==> src/hw/param_map.vh <==
// parameter numbers, field positions and codes of the laser/cooler parameter map
`ifndef PARAM_MAP_MAP_VH
`define PARAM_MAP_MAP_VH
`define P_PULSE_FREQ 16'h0100
`define P_PULSE_FREQ_MIN 16'h0101
`define P_PULSE_FREQ_MAX 16'h0102
`define P_PULSE_DUR 16'h0200
`define P_PULSE_DUR_MIN 16'h0201
`define P_PULSE_DUR_MAX 16'h0202
`define P_CUR_SET 16'h0300
`define P_CUR_MIN 16'h0301
`define P_CUR_MAX 16'h0302
`define P_CUR_MAX_LIM 16'h0306
`define P_CUR_MEAS 16'h0307
`define P_CUR_PROT 16'h0308
`define P_CUR_CAL 16'h030E
`define P_VOLT_MEAS 16'h0407
`define P_DRV_STATE 16'h0700
`define P_SERIAL 16'h0701
`define P_LOCK 16'h0800
`define P_SAVE 16'h0900
`define P_RESTORE 16'h0901
`define P_EXT_LO 16'h0A05
`define P_EXT_HI 16'h0A06
`define P_TEC_SET 16'h0A10
`define P_TEC_MAX 16'h0A11
`define P_TEC_MIN 16'h0A12
`define P_TEC_MAX_LIM 16'h0A13
`define P_TEC_MIN_LIM 16'h0A14
`define P_TEC_MEAS 16'h0A15
`define P_TEC_CUR_MEAS 16'h0A16
`define P_TEC_CUR_LIM 16'h0A17
`define P_TEC_VOLT 16'h0A18
`define P_TEC_STATE 16'h0A1A
`define P_TEC_CAL 16'h0A1E
`define P_LD_BETA 16'h0A1F
`define P_PID_P 16'h0A21
`define P_PID_I 16'h0A22
`define P_PID_D 16'h0A23
`define P_EXT_MEAS 16'h0AE4
`define P_EXT_BETA 16'h0B0E
// state command codes
`define CMD_START 16'h0008
`define CMD_STOP 16'h0010
`define CMD_INT_SET 16'h0020
`define CMD_EXT_SET 16'h0040
`define CMD_EXT_EN 16'h0200
`define CMD_INT_EN 16'h0400
`define CMD_ALLOW_IL 16'h1000
`define CMD_DENY_IL 16'h2000
`define CMD_DENY_NTC 16'h4000
`define CMD_ALLOW_NTC 16'h8000
// state mask bit positions
`define ST_POWER 0
`define ST_RUN 1
`define ST_SETSRC 2
`define ST_ENSRC 4
`define ST_NTC_IL 6
`define ST_MAIN_IL 7
// lock status bit positions
`define LK_IL 3
`define LK_OVERCUR 4
`define LK_OVERHEAT 4
`define LK_NTC 5
`define LK_TEC_ERR 6
`define LK_TEC_HEAT 7
// calibration
`define CAL_DEFAULT 16'h2710
`define CAL_MIN 16'h251C
`define CAL_MAX 16'h2904
`define WORD_ZERO 16'h0000
`endif
==> src/hw/laser_tec_parameter_map.v <==
// parameter map of a laser driver with cooler controller, word access port
// How it works
// - driver state bit 0 always reads one, the unit is powered.
// - bit 1 of both state masks reads one while that channel runs.
// - bits 2 and 4 read one for internal set-point and enable source.
// - driver bits 6 and 7 read one when ntc and main interlock are denied.
// - codes 1000h/2000h/4000h/8000h written to driver state set the interlocks.
// - one interlock setting serves both driver and cooler.
// - reaching the warning temperature sets the overheat lock flag.
// - in over-temperature protection overheat and overcurrent read set together.
// - calibration words step 0.01 percent and reset to 2710h.
// - calibration words are clamped between 251Ch and 2904h.
// - serial number is read-only and returns the unit number.
// - internal laser thermistor beta is read-write, one kelvin per count.
// - driver current and cooler have their own calibration words.
// - each value travels as a 16-bit word, four hex characters in the reply.
// - an unknown parameter number answers with parameter and value zero.
`timescale 1ns/1ps
`default_nettype none
`include "param_map.vh"
module laser_tec_parameter_map #(
  parameter [15:0] SERIAL_NUMBER = 16'h1234, // arbitrary value
  parameter [15:0] FREQ_MIN = 16'h0000,
  parameter [15:0] FREQ_MAX = 16'h0064,
  parameter [15:0] DUR_MIN = 16'h0014,
  parameter [15:0] DUR_MAX = 16'hC350,
  parameter [15:0] CUR_MIN = 16'h0000,
  parameter [15:0] CUR_MAX_LIM = 16'h1388,
  parameter [15:0] TEC_MAX_LIM = 16'h1388,
  parameter [15:0] TEC_MIN_LIM = 16'h01F4,
  parameter [15:0] WORD_RESET = 16'h0000
) (
  input wire sys_clk,
  input wire nrst,
  input wire clk_en,
  input wire req_valid,
  input wire req_write,
  input wire [15:0] req_param,
  input wire [15:0] req_wdata,
  input wire [15:0] meas_current,
  input wire [15:0] meas_voltage,
  input wire [15:0] meas_cur_prot,
  input wire [15:0] meas_tec_temp,
  input wire [15:0] meas_tec_current,
  input wire [15:0] meas_tec_voltage,
  input wire [15:0] meas_ext_temp,
  input wire temp_warning,
  input wire temp_protect,
  input wire fault_interlock,
  input wire fault_overcurrent,
  input wire fault_ntc,
  input wire fault_tec_error,
  input wire fault_tec_selfheat,
  output reg rsp_valid,
  output reg [15:0] rsp_param,
  output reg [15:0] rsp_value,
  output reg save_pulse,
  output reg restore_pulse,
  output reg drv_run,
  output reg drv_int_set,
  output reg drv_int_en,
  output reg tec_run,
  output reg tec_int_set,
  output reg tec_int_en,
  output reg main_il_denied,
  output reg ntc_il_denied,
  output reg [15:0] cur_cal_out,
  output reg [15:0] tec_cal_out
);

  // clamp into the calibration span
  function [15:0] clamp_cal;
    input [15:0] v;
    begin
      if (v < `CAL_MIN) begin
        clamp_cal = `CAL_MIN;
      end else if (v > `CAL_MAX) begin
        clamp_cal = `CAL_MAX;
      end else begin
        clamp_cal = v;
      end
    end
  endfunction

  // build a state mask from run and source bits
  function [15:0] state_mask;
    input run;
    input int_set;
    input int_en;
    begin
      state_mask = `WORD_ZERO;
      state_mask[`ST_RUN] = run;
      state_mask[`ST_SETSRC] = int_set;
      state_mask[`ST_ENSRC] = int_en;
    end
  endfunction

  reg [15:0] freq_q;
  reg [15:0] dur_q;
  reg [15:0] cur_set_q;
  reg [15:0] cur_max_q;
  reg [15:0] ext_lo_q;
  reg [15:0] ext_hi_q;
  reg [15:0] tec_set_q;
  reg [15:0] tec_max_q;
  reg [15:0] tec_min_q;
  reg [15:0] tec_cur_lim_q;
  reg [15:0] ld_beta_q;
  reg [15:0] ext_beta_q;
  reg [15:0] pid_p_q;
  reg [15:0] pid_i_q;
  reg [15:0] pid_d_q;

  reg [15:0] drv_mask;
  reg [15:0] tec_mask;
  reg [15:0] lock_mask;
  reg [15:0] rd_value;
  reg known;
  wire wr = req_valid & req_write;

  always @* begin
    drv_mask = state_mask(drv_run, drv_int_set, drv_int_en);
    drv_mask[`ST_POWER] = 1'b1;
    drv_mask[`ST_NTC_IL] = ntc_il_denied;
    drv_mask[`ST_MAIN_IL] = main_il_denied;
    tec_mask = state_mask(tec_run, tec_int_set, tec_int_en);
    lock_mask = `WORD_ZERO;
    lock_mask[`LK_IL] = fault_interlock;
    lock_mask[`LK_NTC] = fault_ntc;
    lock_mask[`LK_TEC_ERR] = fault_tec_error;
    lock_mask[`LK_TEC_HEAT] = fault_tec_selfheat;
    // overheat and overcurrent share bit 4
    lock_mask[`LK_OVERHEAT] = temp_warning | temp_protect | fault_overcurrent;
  end

  always @* begin
    known = 1'b1;
    rd_value = `WORD_ZERO;
    case (req_param)
      `P_PULSE_FREQ: rd_value = freq_q;
      `P_PULSE_FREQ_MIN: rd_value = FREQ_MIN;
      `P_PULSE_FREQ_MAX: rd_value = FREQ_MAX;
      `P_PULSE_DUR: rd_value = dur_q;
      `P_PULSE_DUR_MIN: rd_value = DUR_MIN;
      `P_PULSE_DUR_MAX: rd_value = DUR_MAX;
      `P_CUR_SET: rd_value = cur_set_q;
      `P_CUR_MIN: rd_value = CUR_MIN;
      `P_CUR_MAX: rd_value = cur_max_q;
      `P_CUR_MAX_LIM: rd_value = CUR_MAX_LIM;
      `P_CUR_MEAS: rd_value = meas_current;
      `P_CUR_PROT: rd_value = meas_cur_prot;
      `P_CUR_CAL: rd_value = cur_cal_out;
      `P_VOLT_MEAS: rd_value = meas_voltage;
      `P_DRV_STATE: rd_value = drv_mask;
      `P_SERIAL: rd_value = SERIAL_NUMBER;
      `P_LOCK: rd_value = lock_mask;
      `P_SAVE: rd_value = `WORD_ZERO;
      `P_RESTORE: rd_value = `WORD_ZERO;
      `P_EXT_LO: rd_value = ext_lo_q;
      `P_EXT_HI: rd_value = ext_hi_q;
      `P_TEC_SET: rd_value = tec_set_q;
      `P_TEC_MAX: rd_value = tec_max_q;
      `P_TEC_MIN: rd_value = tec_min_q;
      `P_TEC_MAX_LIM: rd_value = TEC_MAX_LIM;
      `P_TEC_MIN_LIM: rd_value = TEC_MIN_LIM;
      `P_TEC_MEAS: rd_value = meas_tec_temp;
      `P_TEC_CUR_MEAS: rd_value = meas_tec_current;
      `P_TEC_CUR_LIM: rd_value = tec_cur_lim_q;
      `P_TEC_VOLT: rd_value = meas_tec_voltage;
      `P_TEC_STATE: rd_value = tec_mask;
      `P_TEC_CAL: rd_value = tec_cal_out;
      `P_LD_BETA: rd_value = ld_beta_q;
      `P_PID_P: rd_value = pid_p_q;
      `P_PID_I: rd_value = pid_i_q;
      `P_PID_D: rd_value = pid_d_q;
      `P_EXT_MEAS: rd_value = meas_ext_temp;
      `P_EXT_BETA: rd_value = ext_beta_q;
      default: known = 1'b0;
    endcase
  end

  // next run and source bits of one channel after a state command
  function [2:0] next_state;
    input [15:0] code;
    input int_set;
    input int_en;
    reg run_n;
    reg set_n;
    reg en_n;
    begin
      // every code but start stops the channel, external enable blocks a start
      run_n = (code == `CMD_START) & int_en;
      set_n = int_set;
      en_n = int_en;
      // only exact codes act, a mix of codes only stops the channel
      if (code == `CMD_INT_SET) begin
        set_n = 1'b1;
      end
      if (code == `CMD_EXT_SET) begin
        set_n = 1'b0;
      end
      if (code == `CMD_INT_EN) begin
        en_n = 1'b1;
      end
      if (code == `CMD_EXT_EN) begin
        en_n = 1'b0;
      end
      next_state = {run_n, set_n, en_n};
    end
  endfunction

  always @(posedge sys_clk) begin
    if (!nrst) begin
      rsp_valid <= 1'b0;
      rsp_param <= `WORD_ZERO;
      rsp_value <= `WORD_ZERO;
    end else if (clk_en) begin
      rsp_valid <= req_valid;
      if (req_valid) begin
        // a write answers the value held before it
        // words hold until the next request
        rsp_param <= known ? req_param : `WORD_ZERO;
        rsp_value <= known ? rd_value : `WORD_ZERO;
      end
    end
  end

  // save and restore strobes
  // a read of these numbers strobes nothing
  always @(posedge sys_clk) begin
    if (!nrst) begin
      save_pulse <= 1'b0;
      restore_pulse <= 1'b0;
    end else if (clk_en) begin
      save_pulse <= wr & (req_param == `P_SAVE);
      restore_pulse <= wr & (req_param == `P_RESTORE);
    end
  end

  // laser words, no read-only arm
  // limits not enforced here, the interpreter owns them
  always @(posedge sys_clk) begin
    if (!nrst) begin
      freq_q <= WORD_RESET;
      dur_q <= WORD_RESET;
      cur_set_q <= WORD_RESET;
      cur_max_q <= WORD_RESET;
    end else if (clk_en && wr) begin
      case (req_param)
        `P_PULSE_FREQ: freq_q <= req_wdata;
        `P_PULSE_DUR: dur_q <= req_wdata;
        `P_CUR_SET: cur_set_q <= req_wdata;
        `P_CUR_MAX: cur_max_q <= req_wdata;
        default: ;
      endcase
    end
  end

  always @(posedge sys_clk) begin
    if (!nrst) begin
      ext_lo_q <= WORD_RESET;
      ext_hi_q <= WORD_RESET;
      ld_beta_q <= WORD_RESET;
      ext_beta_q <= WORD_RESET;
    end else if (clk_en && wr) begin
      case (req_param)
        `P_EXT_LO: ext_lo_q <= req_wdata;
        `P_EXT_HI: ext_hi_q <= req_wdata;
        `P_LD_BETA: ld_beta_q <= req_wdata;
        `P_EXT_BETA: ext_beta_q <= req_wdata;
        default: ;
      endcase
    end
  end

  always @(posedge sys_clk) begin
    if (!nrst) begin
      tec_set_q <= WORD_RESET;
      tec_max_q <= WORD_RESET;
      tec_min_q <= WORD_RESET;
      tec_cur_lim_q <= WORD_RESET;
      pid_p_q <= WORD_RESET;
      pid_i_q <= WORD_RESET;
      pid_d_q <= WORD_RESET;
    end else if (clk_en && wr) begin
      case (req_param)
        `P_TEC_SET: tec_set_q <= req_wdata;
        `P_TEC_MAX: tec_max_q <= req_wdata;
        `P_TEC_MIN: tec_min_q <= req_wdata;
        `P_TEC_CUR_LIM: tec_cur_lim_q <= req_wdata;
        `P_PID_P: pid_p_q <= req_wdata;
        `P_PID_I: pid_i_q <= req_wdata;
        `P_PID_D: pid_d_q <= req_wdata;
        default: ;
      endcase
    end
  end

  // clamped calibration words
  // out-of-span writes land on the nearest end
  always @(posedge sys_clk) begin
    if (!nrst) begin
      cur_cal_out <= `CAL_DEFAULT;
      tec_cal_out <= `CAL_DEFAULT;
    end else if (clk_en && wr) begin
      if (req_param == `P_CUR_CAL) begin
        cur_cal_out <= clamp_cal(req_wdata);
      end
      if (req_param == `P_TEC_CAL) begin
        tec_cal_out <= clamp_cal(req_wdata);
      end
    end
  end

  // driver run bits
  // interlock codes land here too and stop the driver
  always @(posedge sys_clk) begin
    if (!nrst) begin
      drv_run <= 1'b0;
      drv_int_set <= 1'b1;
      drv_int_en <= 1'b1;
    end else if (clk_en && wr && (req_param == `P_DRV_STATE)) begin
      {drv_run, drv_int_set, drv_int_en} <= next_state(req_wdata, drv_int_set, drv_int_en);
    end
  end

  // cooler run bits
  // the cooler has no interlock codes of its own
  always @(posedge sys_clk) begin
    if (!nrst) begin
      tec_run <= 1'b0;
      tec_int_set <= 1'b1;
      tec_int_en <= 1'b1;
    end else if (clk_en && wr && (req_param == `P_TEC_STATE)) begin
      {tec_run, tec_int_set, tec_int_en} <= next_state(req_wdata, tec_int_set, tec_int_en);
    end
  end

  always @(posedge sys_clk) begin
    if (!nrst) begin
      // both interlocks start denied
      main_il_denied <= 1'b1;
      ntc_il_denied <= 1'b1;
    end else if (clk_en && wr && (req_param == `P_DRV_STATE)) begin
      case (req_wdata)
        `CMD_ALLOW_IL: begin
          main_il_denied <= 1'b0;
        end
        `CMD_DENY_IL: begin
          main_il_denied <= 1'b1;
        end
        `CMD_DENY_NTC: begin
          ntc_il_denied <= 1'b1;
        end
        `CMD_ALLOW_NTC: begin
          ntc_il_denied <= 1'b0;
        end
        default: ;
      endcase
    end
  end

endmodule // laser_tec_parameter_map
`default_nettype wire

==> config.mk <==
export PLATFORM = sky130hd
export DESIGN_NAME = laser_tec_parameter_map
export DESIGN_NICKNAME = d
export VERILOG_FILES = /design/src/hw/laser_tec_parameter_map.v
export VERILOG_INCLUDE_DIRS = /design/src /design/src/hw
export SDC_FILE = /design/constraint.sdc
export NUM_CORES = 1
export LEC_CHECK = 0
export ABC_AREA = 1
export BUFFER_PORTS_ARGS = -buffer_cell sky130_fd_sc_hd__buf_2
export CAP_MARGIN = 25
export CORE_MARGIN = 2
export CORE_UTILIZATION = 40
export CTS_CLUSTER_SIZE = 28
export DETAILED_ROUTE_END_ITERATION = 12
export PLACE_DENSITY = 0.6
export RECOVER_POWER = 25
export SLEW_MARGIN = 20
export SYNTH_ARGS = -nofsm -noshare
export SYNTH_HDL_FRONTEND = slang
export SYNTH_SLANG_ARGS = --single-unit
export TNS_END_PERCENT = 100
==> constraint.sdc <==
create_clock -name sys_clk -period 5.8 [get_ports sys_clk]
set_clock_uncertainty 0.05 [all_clocks]
set_input_delay 1.74 -clock sys_clk [delete_from_list [all_inputs] [get_ports sys_clk]]
set_output_delay 1.74 -clock sys_clk [all_outputs]
set_load 0.02 [all_outputs]
==> results of run 1 <==
[worst paths after layout]
path                                                  from                          to  cells after the start
worst min-delay path            rsp_param[13]$_SDFFE_PN0P_  rsp_param[13]$_SDFFE_PN0P_                      2
worst max-delay path                         req_param[15]   rsp_value[2]$_SDFFE_PN0P_                     15
worst max register to register   tec_set_q[1]$_SDFFE_PN0P_   rsp_value[1]$_SDFFE_PN0P_                      8
worst min register to register  rsp_param[13]$_SDFFE_PN0P_  rsp_param[13]$_SDFFE_PN0P_                      2
[cells in the mapped netlist, types with 4 or more instances]
master    count  share of area (%)
nand2_1     619                 15
nand3_1     320                 10
dfxtp_1     315                 41
a21oi_1     300                9.7
o21ai_0     210                6.8
nor2_1      184                4.5
inv_1       161                3.9
clkbuf_1     91                2.2
buf_2        54                1.7
nand4_1      21               0.85
nor2_2       19               0.77
inv_2        15               0.36
nand2_2      13               0.53
buf_4        12               0.58
o211ai_1      7               0.34
nor2_4        4               0.29
[per-stage QoR]
stage / area (sq um) / worst slack (ns) / hold slack (ns)
after floorplan: 15500 / 2.55 / 0.374
after global placement: 16900 / 1.07 / 0.375
after detailed placement: 16900 / 1.09 / 0.377
after CTS: 18000 / 1.66 / 0.387
after global routing: 17900 / 0.697 / 0.407
final: 17900 / 0.742 / 0.388
[metal layers]
layer  up-vias  GRT usage, %  share of wire, %
met5         -             0             0.017
met4         2          23.5               6.7
met3       224          7.09                11
met2      1158          56.0                42
met1      8224          50.5                40
li1       8057             -                 -
[cell families after synthesis]
family	Yosys count
buf+inv	339
flops	315
simple gates	1191
compound gates	523
[power groups by stage]
stage	clock network [mW]	registers [mW]	logic [mW]
CTS	2.36	2.16	0.249
global route	2.45	2.16	0.266
global placement	0	2.21	0.247
floorplan	0	2.21	0.110
detailed placement	0	2.21	0.248
finish	2.36	2.16	0.257
[tightest hold or removal path: cells and delay by family (launching register included)]
family | cells | cell delay [ns]
flip-flops | 1 | 0.30
AND/OR/NAND/NOR | 2 | 0.09
[area by class of cell]
type                       instances  area [sq um]
clock buffer                      49          1020
inverter                         177           667
sequential                       315          6310
antenna                            2          5.00
timing repair buffer             272          1390
fill                            4093         19900
multi-input combinational       1714          7730
tap                              511           639
clock inverter                     8           140
==> results.toml, run 1 <==
[status]
outcome = "finished, violations left"
violations = "max-capacitance violations, max-slew violations"

[cts]
hold_buffers = 0
cts.sinks = 315
clock_path_buffers = 3
post_cts_buffers = 0
root_buffer = "clkbuf_16"
numCtsBuffers = 37
tritoncts = "yes"
clk_pin_slew_ns = 0.05
h-tree-depth = 2
clkLatencyLatePin_ns = 0.55
ctsResizeCount = 0

[critical_path]
crit_path_start_kind = "input port"
end_kind = "register"
worst-path-buf-inv = 3
crit_fanout = 26
cp_data_required_time_ns = 6.18
critPathTopFamily = "buffers and inverters"
crit_top_cell = "nand2_1"
worst_path_max_delay_cell = "clkbuf_1"
r2r_setup_slack_ns = 3.78
crit_arrival_ns = 5.44
cp_cell_sequence = "buf_2, nor2_1, nand2_1, nor2_4, clkbuf_1, nand2_1, inv_2, nand2_1, o21ai_0, nor2_1, nand2_1, nor2_1, nand2_1, nand2_1, a21oi_1"
cp_slowest_stage_delay_ns = 1.13
worstSetupPathType = "in -> reg"

[floorplanning]
core_sq_um = 37800
io_pins = 231
placementRows = 71
dieArea_sq_um = 40200
die_height_microns = 201
start_util_pct = 40.8
fp.dieW_microns = 201

[synthesis]
synthArstFlopShare_pct = 0
synth_top_family_by_area = "simple AND/OR/NAND/NOR gates"
ys_dominant_reg_cell = "dfxtp_1"
synth_cell_types = 29
synthSimpleGateAreaFrac_pct = 32.9
ys_warn_count = 0
synth_edf_count = 0
ys_ff_latch = 315
synth_area_per_cell_sq_um = 6.53
synthCells = 2368
synthMuxAreaShare_pct = 0
synth_fa_ha_area_share_pct = 0
syn_nets = 2524
synth_xor_area_share_pct = 0
seq_area_frac_synth_pct = 40.8
synth_compound_area_share_pct = 17.3
synth_area_sq_um = 15500

[sta]
fin_crit_ns = 5.06
fmax_ghz = 0.198
finalHoldViolations = 0
slew_viol_final = 138
finalSetupViolCount = 0
fin_crit_sh_pct = 87.2
max_slew_margin_pct = -125
rsz0062_at_grt = "false"
tns_ns = 0
tightestPinTransition_ns = 3.38

[routing]
num_vias = 17700
wirelength_mm = 78.3
initialDrtViolationCount = 2179
drc = 0
detail-route-antenna-nets = 0
via_per_inst = 5.80
firstDrtPassIters = 6
wire_per_inst_microns = 25.7

[placed_design]
port_buffers = 230
dp_cells = 2989
dp_hpwl_mm = 55.1
gp_congestion = 1.01

[final_layout]
layout_commonest_cell = "nand2_1"
finalNetCount = 2673
fin_cells = 3048
drive_gt1_share_pct = 11.6
fin_util_pct = 47.3
layout_common_cells = "621 x nand2_1, 320 x nand3_1, 315 x dfxtp_1"
area_growth_syn_to_layout_pct = 15.9

[power]
p_leak_nw = 7.14
p_int_mw = 3.63
switching_share_pct = 24.1
switchingPower_mw = 1.15
power_frac_comb_pct = 5.4
power_mw = 4.78
vdd_drop_max_mv = 0.171
sequentialPowerShare_pct = 45.3
p_clk_share_pct = 49.3
p_per_area_nw_per_um2 = 267

[grt]
grt_overflow_total = 0
grt_start_max_net_pins = 93
antenna_found_initial = 3
grt_pass1_wl_mm = 111
first_global_vias = 16200
grt_usage_pct = 37.7

[hold_path]
hold_class = "reg -> reg"

[flow_run]
drv_cap = 3
Power figures use the tool's default switching activity.
==> inputs of run 2 (changes only) <==
- CORE_MARGIN: 2 -> default
==> results.toml, run 2 (synthesis gave the netlist of run 1 again) <==
[status]
outcome = "finished, violations left"
violations = "max-capacitance violations, max-slew violations"

[cts]
root_buffer = "clkbuf_16"
clock_path_buffers = 3
cts.sinks = 315
numCtsBuffers = 39
tritoncts = "yes"
h-tree-depth = 2
clkLatencyLatePin_ns = 0.55
post_cts_buffers = 0
ctsResizeCount = 0
hold_buffers = 0
clk_pin_slew_ns = 0.06

[sta]
tns_ns = 0
setup_ws_ns = 0.757
max_slew_margin_pct = -44.1
fmax_ghz = 0.198
slew_viol_final = 207
tightestPinTransition_ns = 2.16
rsz0062_at_grt = "false"
fin_crit_sh_pct = 87.0
finalSetupViolCount = 0
fin_crit_ns = 5.04
finalHoldViolations = 0

[hold_path]
hold_end = "rsp_param[14]$_SDFFE_PN0P_"
hold_start = "rsp_param[14]$_SDFFE_PN0P_"
holdPathStages = 2
hold_class = "reg -> reg"

[placed_design]
gp_congestion = 1.02
dp_slack_ns = 0.608
port_buffers = 230
post_dp_cell_area_sq_um = 16900
dp_hpwl_mm = 55.8

[routing]
drc = 0
wire_per_inst_microns = 25.9
wl_met3_mm = 8.81
dr_wl_met2_mm = 33.4
num_vias = 17700
firstDrtPassIters = 6
detail-route-antenna-nets = 0
top_layer = "met5"
wl_met1_mm = 32.1
via_per_inst = 5.79
wirelength_mm = 79.3
initialDrtViolationCount = 2206

[power]
p_clk_share_pct = 52.4
vdd_drop_max_mv = 0.192
p_per_area_nw_per_um2 = 280
power_frac_comb_pct = 5.0
switchingPower_mw = 1.20
p_int_mw = 3.88
p_leak_nw = 7.25
switching_share_pct = 23.7
sequentialPowerShare_pct = 42.5

[grt]
grt_start_max_net_pins = 115
grt_overflow_total = 0
grt_usage_pct = 39.7
first_global_vias = 16000
grt_pass1_wl_mm = 111
antenna_found_initial = 3

[critical_path]
cp_cell_sequence = "clkbuf_1, inv_6, buf_2, a21oi_1"
worstSetupPathType = "in -> reg"
worstRegToRegCells = 8
worst_path_max_delay_cell = "clkbuf_1"
cp_data_required_time_ns = 6.19
r2r_setup_slack_ns = 3.78
r2r_end = "rsp_value[12]$_SDFFE_PN0P_"
crit_fanout = 114
crit_path_start_kind = "input port"
end_kind = "register"
cp_slowest_stage_delay_ns = 1.50
crit_arrival_ns = 5.43
crit-reg2reg-launch = "cur_cal_out[12]$_SDFFE_PN0P_"

[final_layout]
layout_commonest_cell = "nand2_1"
finalNetCount = 2675
area_growth_syn_to_layout_pct = 17.5
layout_common_cells = "619 x nand2_1, 320 x nand3_1, 315 x dfxtp_1"
final_area_sq_um = 18200
drive_gt1_share_pct = 12.3

[floorplanning]
die_height_microns = 199
fp.dieW_microns = 199
placementRows = 71
core_sq_um = 37800
io_pins = 231
dieArea_sq_um = 39400
start_util_pct = 40.8

[flow_run]
drv_cap = 3
[run 2: changes by cell type in the layout (fill, tap and decap cells not counted), moves of 2 or more]
cell / change
buf_2: +2
nor2_1: -2
clkinvlp_4: +2
nand2_1: -2
clkbuf_8: +3
bufinv_16: +2
clkbuf_16: +4
nand2_2: +2
[run 2: metal layers]
metal / global-route usage, % / up-vias
li1: - / 8058
met4: 23.5 / 2
met1: 52.6 / 8259
met2: 59.4 / 1166
met3: 7.95 / 228
met5: 0 / -
[run 2: area by class of cell]
cell class | instances | area, sq um
Timing Repair Buffer | 272 | 1390
Clock buffer | 57 | 1170
Sequential cell | 315 | 6310
Fill cell | 4036 | 19700
Tap cell | 511 | 639
Inverter | 177 | 672
Multi-Input combinational cell | 1714 | 7750
Clock inverter | 13 | 224
Antenna cell | 2 | 5.00
[run 2: worst max-delay path by stage]
stage / from / to / cells past startpoint
after floorplan: req_param[15] / ext_beta_q[12]$_SDFFE_PN0P_ / 10
after global placement: req_param[13] / rsp_value[11]$_SDFFE_PN0P_ / 16
after detailed placement: req_param[13] / rsp_value[11]$_SDFFE_PN0P_ / 16
after CTS: req_param[13] / rsp_value[11]$_SDFFE_PN0P_ / 16
after global routing: nrst / dur_q[1]$_SDFFE_PN0P_ / 4
final: nrst / dur_q[1]$_SDFFE_PN0P_ / 4
[run 2: power by group through the flow]
stage               sequential (mW)  combinational, mW  clock, mW
floorplan                      2.21              0.110          0
global placement               2.21              0.247          0
detailed placement             2.21              0.247          0
finish                         2.16              0.256       2.67
CTS                            2.16              0.248       2.67
global route                   2.16              0.266       2.76
[run 2: metrics by stage]
step | power, mW | hold slack, ns | instances | utilization (%)
after floorplan | 2.32 | 0.374 | 2368 | -
after global placement | 2.46 | 0.373 | 2989 | 44.6
after detailed placement | 2.46 | 0.381 | 2989 | 44.6
after CTS | 5.08 | 0.391 | 3059 | 48.3
after global routing | 5.18 | 0.410 | 3059 | 48.0
final | 5.09 | 0.393 | 3061 | 48.0
[run 2: worst max-delay path: cells and delay by family]
| kind | cells | cell delay, ns |
|---|---|---|
| compound gates | 1 | 0.38 |
| buf+inv | 3 | 3.24 |
